## src/isu_pkg.sv

```systemverilog
package isu_pkg;

    // register indices; the bus byte address is four times the index
    localparam logic [15:0] IDX_PRIO_A      = 16'hff20;
    localparam logic [15:0] IDX_PRIO_B      = 16'hff21;
    localparam logic [15:0] IDX_EN_TIMERS   = 16'hff22;
    localparam logic [15:0] IDX_EN_PORTS    = 16'hff23;
    localparam logic [15:0] IDX_FLAG_TIMERS = 16'hff24;
    localparam logic [15:0] IDX_FLAG_PORTS  = 16'hff25;
    localparam logic [15:0] IDX_PRIO_CONV   = 16'hff28;
    localparam logic [15:0] IDX_EN_CONV     = 16'hff2a;
    localparam logic [15:0] IDX_FLAG_CONV   = 16'hff2c;

    // source bit positions inside the 16-bit flag and enable vectors
    localparam int BIT_PT_B      = 7;
    localparam int BIT_PT_A      = 6;
    localparam int BIT_SW_100    = 14;
    localparam int BIT_TM_1      = 8;
    localparam int BIT_CONV      = 15;
    localparam logic [15:0] PORT_SRC_MASK = 16'h0038;

    // system numbers, each owning a two-bit priority field
    localparam logic [2:0] SYS_PT   = 3'h0;
    localparam logic [2:0] SYS_PAIR = 3'h1;
    localparam logic [2:0] SYS_OCT  = 3'h2;
    localparam logic [2:0] SYS_SER  = 3'h3;
    localparam logic [2:0] SYS_SW   = 3'h4;
    localparam logic [2:0] SYS_TM   = 3'h5;
    localparam logic [2:0] SYS_CONV = 3'h6;

    localparam logic [15:0] FLAGS_RST = 16'h0000;
    localparam logic [15:0] EN_RST    = 16'h0000;
    localparam logic [13:0] PRIO_RST  = 14'h0000;

    // low-speed oscillator periods waited after a wake from sleep
    localparam int SETTLE_PERIODS_DEF = 8192;
    localparam int SETTLE_CNT_MAX     = 16384;

    typedef enum logic [1:0] {
        ST_RUN    = 2'b00,
        ST_HALT   = 2'b01,
        ST_SLEEP  = 2'b10,
        ST_SETTLE = 2'b11
    } standby_t;

    typedef struct packed {
        logic prog_b_uf;
        logic prog_a_uf;
        logic ser_err;
        logic ser_rx;
        logic ser_tx;
        logic conv_done;
    } pulse_evt_t;

    typedef struct packed {
        logic [15:0] flags;
        logic [15:0] enables;
        logic [13:0] prio;
        logic [2:0]  sw_prev;
        logic [3:0]  tm_prev;
        logic [2:0]  mis_prev;
        logic        osc_prev;
        standby_t    stby;
        logic [13:0] cnt;
        logic        ack;
        logic [7:0]  dat;
        logic        irq_req;
        logic [1:0]  irq_lvl;
        logic [3:0]  irq_src;
        logic        cpu_off;
    } state_t;

    localparam state_t STATE_RST = '{
        flags: FLAGS_RST, enables: EN_RST, prio: PRIO_RST,
        sw_prev: 3'h0, tm_prev: 4'h0, mis_prev: 3'h0, osc_prev: 1'b0,
        stby: ST_RUN, cnt: 14'h0000, ack: 1'b0, dat: 8'h00,
        irq_req: 1'b0, irq_lvl: 2'h0, irq_src: 4'h0, cpu_off: 1'b0};

endpackage

```

## src/interrupt_and_standby_unit.sv

```systemverilog
// Implementation choice: the Wishbone slave port.
`timescale 1ns/100ps

// Operation
// sixteen sources in seven systems, each with own pending flag and enable.
// each system has a writable priority field choosing one of three levels.
// a source event sets its pending flag, which stays until software clears.
// writing one clears a pending flag; writing zero leaves it alone.
// reset clears every pending flag.
// one read/write enable bit per flag; one permits, zero blocks requests.
// reset clears every enable bit.
// request needs flag set, enable set, priority above the cpu mask.
// the cpu samples requests at each instruction's first opcode fetch.
// timer b and timer a underflows set bits 7 and 6 of ff25.
// pin mismatch sets ff25 bit 5 pair, bit 4 upper, bit 3 lower.
// serial error, receive done, transmit done set ff25 bits 2, 1, 0.
// stopwatch 100, 10, 1 Hz falling edges set ff24 bits 6, 5, 4.
// clock timer 32, 8, 2, 1 Hz rising edges set ff24 bits 3 to 0.
// converter system has one source, conversion done, at ff2c bit 7.
// eight-pin group gives two types, two-pin group gives one type.
// halt stops the cpu only; reset or any request ends it.
// sleep stops cpu and peripherals; only reset or port interrupt ends it.
// on wake from sleep hold the cpu for 8192 low-speed oscillator periods.
// after the wait the cpu resumes with the waking port interrupt.
// software clears the serviced flag before return, else it re-raises.
// priority codes 11, 10, 01, 00 give levels 3 to 0; zero never requests.
// systems of equal level are ordered by a fixed default priority.
// present highest level among active systems and the winning source id.
module interrupt_and_standby_unit #(
    parameter int SETTLE_PERIODS = isu_pkg::SETTLE_PERIODS_DEF
) (
    input  wire logic                REF_CLK,
    input  wire logic                RST,
    input  wire logic                WB_CYC_I,
    input  wire logic                WB_STB_I,
    input  wire logic                WB_WE_I,
    input  wire logic [17:0]         WB_ADR_I,
    input  wire logic [3:0]          WB_SEL_I,
    input  wire logic [31:0]         WB_DAT_I,
    output logic      [31:0]         WB_DAT_O,
    output logic                     WB_ACK_O,
    input  wire isu_pkg::pulse_evt_t EVT_PULSES,
    input  wire logic [2:0]          STOPWATCH_TAPS,
    input  wire logic [3:0]          CLOCK_TAPS,
    input  wire logic [7:0]          INPUT_PINS_GROUP_A,
    input  wire logic [1:0]          INPUT_PINS_GROUP_B,
    input  wire logic [3:0]          PIN_COMPARE_LOW_BITS,
    input  wire logic [3:0]          PIN_COMPARE_HIGH_BITS,
    input  wire logic [1:0]          PIN_COMPARE_PAIR_BITS,
    input  wire logic                CPU_MASK_BIT_LOW,
    input  wire logic                CPU_MASK_BIT_HIGH,
    input  wire logic                HALT_INSTRUCTION,
    input  wire logic                SLEEP_INSTRUCTION,
    input  wire logic                LOW_SPEED_OSCILLATOR,
    output logic                     IRQ_REQUEST,
    output logic      [1:0]          IRQ_LEVEL,
    output logic      [3:0]          IRQ_SOURCE,
    output logic                     CPU_STOPPED,
    output logic                     PERIPH_STOPPED
);

    // the settle counter is 14 bits wide inside the state record
    if (SETTLE_PERIODS < 1 || SETTLE_PERIODS > isu_pkg::SETTLE_CNT_MAX) begin
        $error("SETTLE_PERIODS out of range");
    end

    localparam logic [13:0] SETTLE_LAST = 14'(SETTLE_PERIODS - 1);
    localparam int          BIT_PT_B_L   = isu_pkg::BIT_PT_B;
    localparam int          BIT_PT_A_L   = isu_pkg::BIT_PT_A;
    localparam int          BIT_SW_100_L = isu_pkg::BIT_SW_100;
    localparam int          BIT_TM_1_L   = isu_pkg::BIT_TM_1;

    isu_pkg::state_t st_r;
    isu_pkg::state_t st_nxt;
    logic            hit;
    logic            wr;
    logic [15:0]     idx;
    logic [7:0]      wbyte;
    logic [7:0]      rd;
    logic [15:0]     clr;
    logic [15:0]     set;
    logic [15:0]     act;
    logic [2:0]      sw_fall;
    logic [3:0]      tm_rise;
    logic [2:0]      mis;
    logic [2:0]      mis_rise;
    logic            periph_stop;
    logic            osc_rise;
    logic [1:0]      cpu_mask;
    logic [1:0]      best_lvl;
    logic [3:0]      best_rank;
    logic            req;
    logic            port_wake;

    // fixed default order: rank 0 is timer b, rank 15 the converter
    function automatic logic [3:0] src_of_rank(input int rank);
        if (rank < 8)
            return 4'(7 - rank);
        else if (rank < 15)
            return 4'(22 - rank);
        else
            return 4'(isu_pkg::BIT_CONV);
    endfunction

    // which system a flag bit belongs to
    function automatic logic [2:0] sys_of(input logic [3:0] b);
        case (b)
            4'h7, 4'h6:               return isu_pkg::SYS_PT;
            4'h5:                     return isu_pkg::SYS_PAIR;
            4'h4, 4'h3:               return isu_pkg::SYS_OCT;
            4'h2, 4'h1, 4'h0:         return isu_pkg::SYS_SER;
            4'he, 4'hd, 4'hc:         return isu_pkg::SYS_SW;
            4'hb, 4'ha, 4'h9, 4'h8:   return isu_pkg::SYS_TM;
            default:                  return isu_pkg::SYS_CONV;
        endcase
    endfunction

    // programmed level of the system that owns flag bit b
    function automatic logic [1:0] lvl_of(input logic [13:0] prio,
                                          input logic [3:0]  b);
        logic [2:0] s;
        s = sys_of(b);
        return prio[{s, 1'b0} +: 2];
    endfunction

    // qualifying terms from the live inputs and the registered state
    assign cpu_mask    = {CPU_MASK_BIT_HIGH, CPU_MASK_BIT_LOW};
    assign periph_stop = st_r.stby == isu_pkg::ST_SLEEP ||
                         st_r.stby == isu_pkg::ST_SETTLE;
    assign act         = st_r.flags & st_r.enables;
    assign sw_fall     = st_r.sw_prev & ~STOPWATCH_TAPS;
    assign tm_rise     = CLOCK_TAPS & ~st_r.tm_prev;
    assign osc_rise    = LOW_SPEED_OSCILLATOR & ~st_r.osc_prev;
    assign port_wake   = |(act & isu_pkg::PORT_SRC_MASK);

    // pair, upper nibble, lower nibble mismatch against compare bits
    assign mis[2]   = |(INPUT_PINS_GROUP_B ^ PIN_COMPARE_PAIR_BITS);
    assign mis[1]   = |(INPUT_PINS_GROUP_A[7:4] ^ PIN_COMPARE_HIGH_BITS);
    assign mis[0]   = |(INPUT_PINS_GROUP_A[3:0] ^ PIN_COMPARE_LOW_BITS);
    assign mis_rise = mis & ~st_r.mis_prev;

    // event sets; only the port sources keep working while asleep
    always_comb begin
        set = {EVT_PULSES.conv_done,
               sw_fall,
               tm_rise,
               EVT_PULSES.prog_b_uf, EVT_PULSES.prog_a_uf,
               mis_rise,
               EVT_PULSES.ser_err, EVT_PULSES.ser_rx,
               EVT_PULSES.ser_tx};
        if (periph_stop) begin
            set = set & isu_pkg::PORT_SRC_MASK;
        end
    end

    // highest level wins; strict compare keeps the earlier rank on ties
    always_comb begin
        best_lvl  = 2'h0;
        best_rank = 4'h0;
        for (int r = 0; r < 16; r++) begin
            if (act[src_of_rank(r)] &&
                lvl_of(st_r.prio, src_of_rank(r)) > best_lvl) begin
                best_lvl  = lvl_of(st_r.prio, src_of_rank(r));
                best_rank = 4'(r);
            end
        end
        req = best_lvl > cpu_mask;
    end

    // bus decode, register file and standby sequencer
    always_comb begin
        st_nxt = st_r;
        hit    = WB_CYC_I & WB_STB_I & ~st_r.ack;
        wr     = hit & WB_WE_I & WB_SEL_I[0];
        idx    = WB_ADR_I[17:2];
        wbyte  = WB_DAT_I[7:0];
        clr    = 16'h0000;
        rd     = 8'h00;
        case (idx)
            isu_pkg::IDX_PRIO_A: begin
                rd = {st_r.prio[5:4], st_r.prio[7:6],
                      st_r.prio[9:8], st_r.prio[11:10]};
                if (wr) begin
                    st_nxt.prio[5:4]   = wbyte[7:6];
                    st_nxt.prio[7:6]   = wbyte[5:4];
                    st_nxt.prio[9:8]   = wbyte[3:2];
                    st_nxt.prio[11:10] = wbyte[1:0];
                end
            end
            isu_pkg::IDX_PRIO_B: begin
                rd = {4'h0, st_r.prio[1:0], st_r.prio[3:2]};
                if (wr) begin
                    st_nxt.prio[1:0] = wbyte[3:2];
                    st_nxt.prio[3:2] = wbyte[1:0];
                end
            end
            isu_pkg::IDX_PRIO_CONV: begin
                rd = {st_r.prio[13:12], 6'h00};
                if (wr) begin
                    st_nxt.prio[13:12] = wbyte[7:6];
                end
            end
            isu_pkg::IDX_EN_TIMERS: begin
                rd = {1'b0, st_r.enables[14:8]};
                if (wr) begin
                    st_nxt.enables[14:8] = wbyte[6:0];
                end
            end
            isu_pkg::IDX_EN_PORTS: begin
                rd = st_r.enables[7:0];
                if (wr) begin
                    st_nxt.enables[7:0] = wbyte;
                end
            end
            isu_pkg::IDX_EN_CONV: begin
                rd = {st_r.enables[15], 7'h00};
                if (wr) begin
                    st_nxt.enables[15] = wbyte[7];
                end
            end
            isu_pkg::IDX_FLAG_TIMERS: begin
                rd = {1'b0, st_r.flags[14:8]};
                if (wr) begin
                    clr[14:8] = wbyte[6:0];
                end
            end
            isu_pkg::IDX_FLAG_PORTS: begin
                rd = st_r.flags[7:0];
                if (wr) begin
                    clr[7:0] = wbyte;
                end
            end
            isu_pkg::IDX_FLAG_CONV: begin
                rd = {st_r.flags[15], 7'h00};
                if (wr) begin
                    clr[15] = wbyte[7];
                end
            end
            default: rd = 8'h00;         // unmapped reads zero, still acked
        endcase
        st_nxt.ack = hit;
        st_nxt.dat = hit ? rd : 8'h00;

        // a set arriving with its clear wins, so no event is lost
        st_nxt.flags    = (st_r.flags & ~clr) | set;
        st_nxt.sw_prev  = STOPWATCH_TAPS;
        st_nxt.tm_prev  = CLOCK_TAPS;
        st_nxt.mis_prev = mis;
        st_nxt.osc_prev = LOW_SPEED_OSCILLATOR;

        // cpu-facing request, one cycle behind the flags
        st_nxt.irq_req = req;
        st_nxt.irq_lvl = best_lvl;
        st_nxt.irq_src = best_rank;

        case (st_r.stby)
            isu_pkg::ST_RUN: begin
                if (SLEEP_INSTRUCTION) begin
                    st_nxt.stby = isu_pkg::ST_SLEEP;
                end else if (HALT_INSTRUCTION) begin
                    st_nxt.stby = isu_pkg::ST_HALT;
                end
            end
            isu_pkg::ST_HALT: begin
                if (req) begin
                    st_nxt.stby = isu_pkg::ST_RUN;
                end
            end
            isu_pkg::ST_SLEEP: begin
                if (port_wake) begin
                    st_nxt.stby = isu_pkg::ST_SETTLE;
                    st_nxt.cnt  = 14'h0000;
                end
            end
            isu_pkg::ST_SETTLE: begin
                // the waking port flag stays pending and is taken on resume
                if (osc_rise) begin
                    if (st_r.cnt == SETTLE_LAST) begin
                        st_nxt.stby = isu_pkg::ST_RUN;
                    end else begin
                        st_nxt.cnt = st_r.cnt + 14'h0001;
                    end
                end
            end
            default: st_nxt.stby = isu_pkg::ST_RUN;
        endcase
        st_nxt.cpu_off = st_nxt.stby != isu_pkg::ST_RUN; // stop output flop
    end

    // single state register
    always_ff @(posedge REF_CLK) begin
        if (RST) begin
            st_r <= isu_pkg::STATE_RST;
        end else begin
            st_r <= st_nxt;
        end
    end

    // every output taken straight from the state register
    assign WB_ACK_O       = st_r.ack;
    assign WB_DAT_O       = {24'h000000, st_r.dat};
    assign IRQ_REQUEST    = st_r.irq_req;  // cpu samples it at fetch
    assign IRQ_LEVEL      = st_r.irq_lvl;
    assign IRQ_SOURCE     = st_r.irq_src;
    assign CPU_STOPPED    = st_r.cpu_off;
    assign PERIPH_STOPPED = st_r.stby[1];  // sleep and settle share bit 1
endmodule // interrupt_and_standby_unit

```

## config.mk

```make
export PLATFORM = sky130hd
export DESIGN_NAME = interrupt_and_standby_unit
export DESIGN_NICKNAME = d
export VERILOG_FILES = /design/src/isu_pkg.sv /design/src/interrupt_and_standby_unit.sv
export SDC_FILE = /design/constraint.sdc
export NUM_CORES = 1
export LEC_CHECK = 0
export BUFFER_PORTS_ARGS = -buffer_cell sky130_fd_sc_hd__buf_4
export CORE_ASPECT_RATIO = 0.5
export CORE_MARGIN = 4
export CORE_UTILIZATION = 45
export CTS_BUF_LIST = sky130_fd_sc_hd__clkbuf_8
export DETAILED_ROUTE_END_ITERATION = 16
export PLACE_DENSITY_LB_ADDON = 0.2
export SLEW_MARGIN = 20
export SYNTH_ARGS = -nofsm -noshare
export SYNTH_HDL_FRONTEND = slang
export SYNTH_SLANG_ARGS = --single-unit
```

## constraint.sdc

```tcl
create_clock -name REF_CLK -period 21 [get_ports REF_CLK]
set_clock_uncertainty 0.05 [all_clocks]
set_input_delay 2.1 -clock REF_CLK [delete_from_list [all_inputs] [get_ports REF_CLK]]
set_output_delay 2.1 -clock REF_CLK [all_outputs]
set_load 0.005 [all_outputs]
```

==> results.ini, run 1 <==
[run_status]
status=complete, no violations

[worst_setup_path]
path_class=flip-flop to flip-flop
cp-end-kind=flip-flop
r2r_setup_slack_ns=1.79
arrival_ns=19.41
required_ns=21.21
cp-start-kind=flip-flop
slowest_delay_ns=0.49
crit_path_max_fanout=7
slowest_stage=a21oi_1

[timing]
max_freq_ghz=0.0521
finalMaxSlewViolations=0
slew_headroom_pct=24.8
setup_viol=0
fin_hold_ws_ns=0.425
finalHoldViolations=0
timing.final.crit_share_pct=91.5
setup-tns-final_ns=0
period_needed_ns=19.21
worst_pin_slew_ns=1.12
rsz0062_at_grt=false

[floorplan]
die_h_um=85.1
io_pins=139
coreArea_sq_um=11300
rows=27
dieArea_sq_um=13800
die_w_um=162
start_util_pct=47.3

[clocking]
cts_inserted_buffers=9
clockBufferDepth=2
postCtsSetupBuffers=0
htreeDepth=3
cts_hold_buf=0
cts_tree=built
insertion_delay_ns=0.36
clockRootBuffer=clkbuf_8
cts_sinks=90
cts.repair.resized=0
path_clk_slew_ns=0.09

[global_routing]
grtUsageTotal_pct=21.0
antenna_found_initial=0
overflow=0
grt_max_degree=68
grt_pass1_wl_um=23200
first_global_vias=4527

[power_and_ir_drop]
peakVddDrop_mv=0.0337
leakagePower_uw=0.00242
power.total_uw=336
powerDensity_nw_per_um2=55.0

[drt]
ant_nets=0
drc=0
vias_per_cell=5.64
wl_per_cell_um=16.6
drt_iter0_drc=401
wl_um=14600
vias=4944
firstDrtPassIters=6

[layout]
nets=827
fin_cells=876
diodes=0
syn_to_final_growth_pct=14.3
drive_gt1_share_pct=18.7

[placement]
dp.cells=860
place_congestion=0.915
port_buffers=85
place_hpwl_um=10900

[hold_path]
hold_path.class=flip-flop to flip-flop

[synthesis]
synth_seq_cells=90
synthArstFlopShare_pct=0
ys_types=73
synthCells=656
ys.flop_type=dfxtp_1
synth_edf_count=0
avgSynthCellArea_sq_um=8.16
ys_seq_area_share_pct=33.7
netlist_area_sq_um=5350
synth_warnings=0

[run]
maxCapViolCount=0

worst paths after layout:
path                            startpoint     endpoint  cells past startpoint
worst max-delay path              st_r[81]  CPU_STOPPED                     91
worst min-delay path              st_r[35]     st_r[78]                      2
worst max register to register    st_r[81]  CPU_STOPPED                     91
worst min register to register    st_r[35]     st_r[78]                      2
flip-flops by register name, summed over array words and instances, names as in the netlist:
name	count
IRQ_REQUEST	1
IRQ_SOURCE	4
WB_DAT_O	8
CPU_STOPPED	1
WB_ACK_O	1
IRQ_LEVEL	2
PERIPH_STOPPED	1
st_r	72
synthesized netlist by cell type (3+ instances only):
master	instances	area, sq um
o21ai_0	12	60.1
nor2b_1	15	93.8
xnor2_1	11	96.3
a41oi_1	3	26.3
and3_1	5	31.3
a221o_1	3	30.0
a21oi_1	53	265
a211o_1	3	26.3
a32o_1	3	30.0
nor2_1	78	293
a222oi_1	6	60.1
a22oi_1	12	90.1
a211oi_1	6	45.0
nand3_1	16	80.1
buf_4	38	285
mux2_2	12	135
a22o_1	9	78.8
xor2_1	7	61.3
inv_1	20	75.1
a31oi_1	10	62.6
dfxtp_1	90	1800
nand2_1	80	300
ha_1	18	225
o21ai_1	4	20.0
nand4_1	11	68.8
and2_1	8	50.1
or3_1	4	25.0
nor3b_1	5	37.5
or2_2	3	18.8
mux2i_1	19	190
clkbuf_1	25	93.8
nor3_1	10	50.1
critical path: cells and delay by family (launching register included):
kind,cells,cell delay (ns)
buf+inv,2,0.18
compound gates,32,7.09
flops,1,0.38
fa+ha+maj,17,4.57
mux,6,2.03
simple gates,34,4.78
power breakdown:
group          internal, uW  total, uW  switching [uW]  leakage, uW
registers               175        182            6.85     0.000733
logic                  15.0       29.2            14.2      0.00159
clock network          59.6        125            65.6     0.000103
cells by family after synthesis:
logic type	synth area share, %
AND/OR/NAND/NOR	22.6
AO/OA/AOI/OAI	21.4
flip-flops	33.7
buffers and inverters	8.56
multiplexers	6.08
adder cells (fa/ha/maj)	4.63
XOR/XNOR	2.95
other	0.0701
stage by stage:
step / instance area [sq um] / worst slack, ns / utilization (%)
5_1_grt: 6120 / 0.0785 / 54.1
3_5_place_dp: 5910 / 1.95 / 52.2
6_report: 6120 / 1.79 / 54.1
4_1_cts: 6120 / 1.91 / 54.1
2_1_floorplan: 5440 / 4.26 / -
3_3_place_gp: 5910 / 2.22 / 52.2
layout make-up:
class / instances / area [sq um]
clock buffers: 10 / 138
clock inverters: 6 / 72.6
fillers: 1083 / 5200
inverters: 20 / 75.1
multi-input cells: 505 / 3190
flip-flops and latches: 90 / 1800
well taps: 159 / 199
repair buffers: 86 / 646
cells in the final DEF (no fill, tap or decap), drive strengths merged, types with 6 or more instances in the layout:
cell type  instances
dfxtp             90
buf               86
nand2             80
nor2              78
a21oi             53
conb              24
inv               22
mux2i             19
ha                18
nand3             17
o21ai             17
nor2b             15
mux2              12
a22oi             12
nand4             11
xnor2             11
nor3              10
a31oi             10
clkbuf            10
a22o              10
and2              10
xor2               7
a211oi             7
a222oi             6
metal layers:
metal  vias to the layer above  GRT usage (%)  share of wire [%]  wire, um
met3                        20           4.37                9.5      1380
met5                         -              0                  0         0
li1                       2418              -                  -         -
met2                       212           32.5                 43      6270
met4                         0           5.60                1.6       234
met1                      2294           29.9                 46      6670
(Power assumes the default switching activity.)
==> inputs of run 2 (changes only) <==
--- a/config.mk
+++ b/config.mk
@@ -5,13 +5,14 @@
 export SDC_FILE = /design/constraint.sdc
 export NUM_CORES = 1
 export LEC_CHECK = 0
-export BUFFER_PORTS_ARGS = -buffer_cell sky130_fd_sc_hd__buf_4
 export CORE_ASPECT_RATIO = 0.5
 export CORE_MARGIN = 4
-export CORE_UTILIZATION = 45
+export CORE_UTILIZATION = 60
 export CTS_BUF_LIST = sky130_fd_sc_hd__clkbuf_8
 export DETAILED_ROUTE_END_ITERATION = 16
+export DONT_BUFFER_PORTS = 1
 export PLACE_DENSITY_LB_ADDON = 0.2
+export REMOVE_ABC_BUFFERS = 1
 export SLEW_MARGIN = 20
 export SYNTH_ARGS = -nofsm -noshare
 export SYNTH_HDL_FRONTEND = slang
==> run 2 against run 1 <==
Utilization is 8.4 points higher. Count of clock-buffer cells in the layout is 1 lower. Die area is 23% lower. Sequential power hardly changed. Final cell count is 14% lower. Register-to-register slack worse by 0.09 ns. Power is 4.0% lower. Cell area is 11% lower. Sequential share of layout area is 3.7 points higher. Clock power hardly changed. Via count is 6.7% lower. Fmax is 0.46% lower.
==> results.ini, run 2 (same netlist as run 1, synthesis figures left out) <==
[run_status]
status=complete, no violations

[layout]
syn_to_final_growth_pct=1.54
layout_common_cells=dfxtp_1, nand2_1, nor2_1
final_common_cell=dfxtp_1
largest_reg_flops=72  ; unchanged
largest-register=st_r
drive_gt1_share_pct=7.42  ; -11 points
nets=744  ; -10%
fin_util_pct=62.4  ; +8.4 points
fin_cells=751  ; -14%

[worst_setup_path]
worstReg2RegEnd=CPU_STOPPED
cp-end-kind=flip-flop
reg2reg_depth=93  ; +2.2%
cp-start-kind=flip-flop
path_class=flip-flop to flip-flop
arrival_ns=19.51  ; +0.10 ns
crit_start=st_r[81]
slowest_delay_ns=0.44  ; -0.05 ns
r2r_start=st_r[81]
slowest_stage=a21oi_1
crit_path_max_fanout=7  ; unchanged
r2r_setup_slack_ns=1.70  ; -0.09 ns
required_ns=21.21  ; about the same

[hold_path]
min_to=st_r[87]
hp-start=st_r[42]
hold_path.class=flip-flop to flip-flop
holdPathStages=2  ; unchanged

[floorplan]
die_w_um=142  ; -13%
io_pins=139  ; unchanged
rows=24  ; -11%
dieArea_sq_um=10600  ; -23%
die_h_um=74.8  ; -12%
coreArea_sq_um=8710  ; -23%
start_util_pct=61.5  ; +14 points

[timing]
slew_headroom_pct=38.2  ; +13 points
setup_viol=0  ; unchanged
finalMaxSlewViolations=0  ; unchanged
timing.final.crit_share_pct=91.9  ; +0.42 points
period_needed_ns=19.30  ; +0.0884 ns
setup_ws_ns=1.70  ; -0.0883 ns
setup-tns-final_ns=0  ; unchanged
rsz0062_at_grt=false
finalHoldViolations=0  ; unchanged
worst_pin_slew_ns=0.924  ; -0.201 ns
max_freq_ghz=0.0518  ; -0.46%

[global_routing]
grt_pass1_wl_um=21400  ; -7.8%
grtUsageTotal_pct=25.7  ; +4.7 points
overflow=0  ; unchanged
grt_max_degree=68  ; unchanged
antenna_found_initial=1  ; +1
first_global_vias=4269  ; -5.7%

[clocking]
htreeDepth=3  ; unchanged
cts_inserted_buffers=9  ; unchanged
cts_sinks=90  ; unchanged
cts_tree=built
cts.repair.resized=0  ; unchanged
clockBufferDepth=2  ; unchanged
path_clk_slew_ns=0.08  ; about the same
cts_hold_buf=0  ; unchanged
clockRootBuffer=clkbuf_8
insertion_delay_ns=0.37  ; about the same
postCtsSetupBuffers=0  ; unchanged

[run]
maxCapViolCount=0  ; unchanged

[placement]
place_congestion=0.917  ; +0.24%
port_buffers=0  ; -100%
place_hpwl_um=9900  ; -9.4%
dp_slack_ns=2.02  ; +0.0650 ns
dp.cells=735  ; -15%

[power_and_ir_drop]
powerDensity_nw_per_um2=59.4  ; +8.0%
power.total_uw=323  ; -4.0%
peakVddDrop_mv=0.0380  ; +13%
leakagePower_uw=0.00202  ; -17%

[drt]
wl_um=13600  ; -6.7%
vias=4613  ; -6.7%
ant_nets=0  ; unchanged
drt_iter0_drc=504  ; +26%
firstDrtPassIters=7  ; +1
vias_per_cell=6.14  ; +8.8%
drc=0  ; unchanged
wl_per_cell_um=18.1  ; +8.8%

## run 2: layout make-up
| cell class | count | area, sq um |
|---|---|---|
| timing repair buffer | 3 | 22.5 |
| fill | 835 | 3270 |
| antenna | 1 | 2.50 |
| multi-input combinational | 505 | 3180 |
| tap | 117 | 146 |
| clock inverter | 6 | 83.8 |
| sequential | 90 | 1800 |
| clock buffer | 9 | 124 |
| inverter | 20 | 75.1 |
## run 2: metal layers
layer / GRT usage (%) / routed length (um) / vias to the layer above
li1: - / - / 2248
met1: 35.1 / 6210 / 2159
met2: 40.4 / 5840 / 179
met3: 7.36 / 1310 / 27
met4: 7.13 / 211 / 0
met5: 0 / 0 / -
## run 2: how the worst max path moves through the flow
stage,to,slack [ns],cells past startpoint
detailed placement,CPU_STOPPED,2.02,91
floorplan,CPU_STOPPED,4.25,91
global placement,CPU_STOPPED,2.32,93
global route,CPU_STOPPED,0.27,92
finish,CPU_STOPPED,1.70,93
CTS,CPU_STOPPED,1.94,91
## run 2: where the power goes
group | total [uW] | switching, uW | leakage, uW | internal [uW]
sequential | 182 | 6.50 | 0.000733 | 175
combinational | 13.0 | 6.39 | 0.00118 | 6.64
clock | 128 | 62.2 | 0.000108 | 66.0
## run 2: worst max-delay path: cells and delay by family (launching register included)
kind | cells | cell delay, ns
compound gates | 32 | 7.12
simple gates | 35 | 4.83
fa+ha+maj | 17 | 4.55
mux | 6 | 2.01
flops | 1 | 0.38
buf+inv | 3 | 0.23
## run 2: metrics by stage
step           hold slack, ns  area [sq um]
2_1_floorplan           0.393          5060
3_3_place_gp            0.398          5230
3_5_place_dp            0.413          5230
4_1_cts                 0.435          5430
5_1_grt                 0.462          5440
6_report                0.426          5440
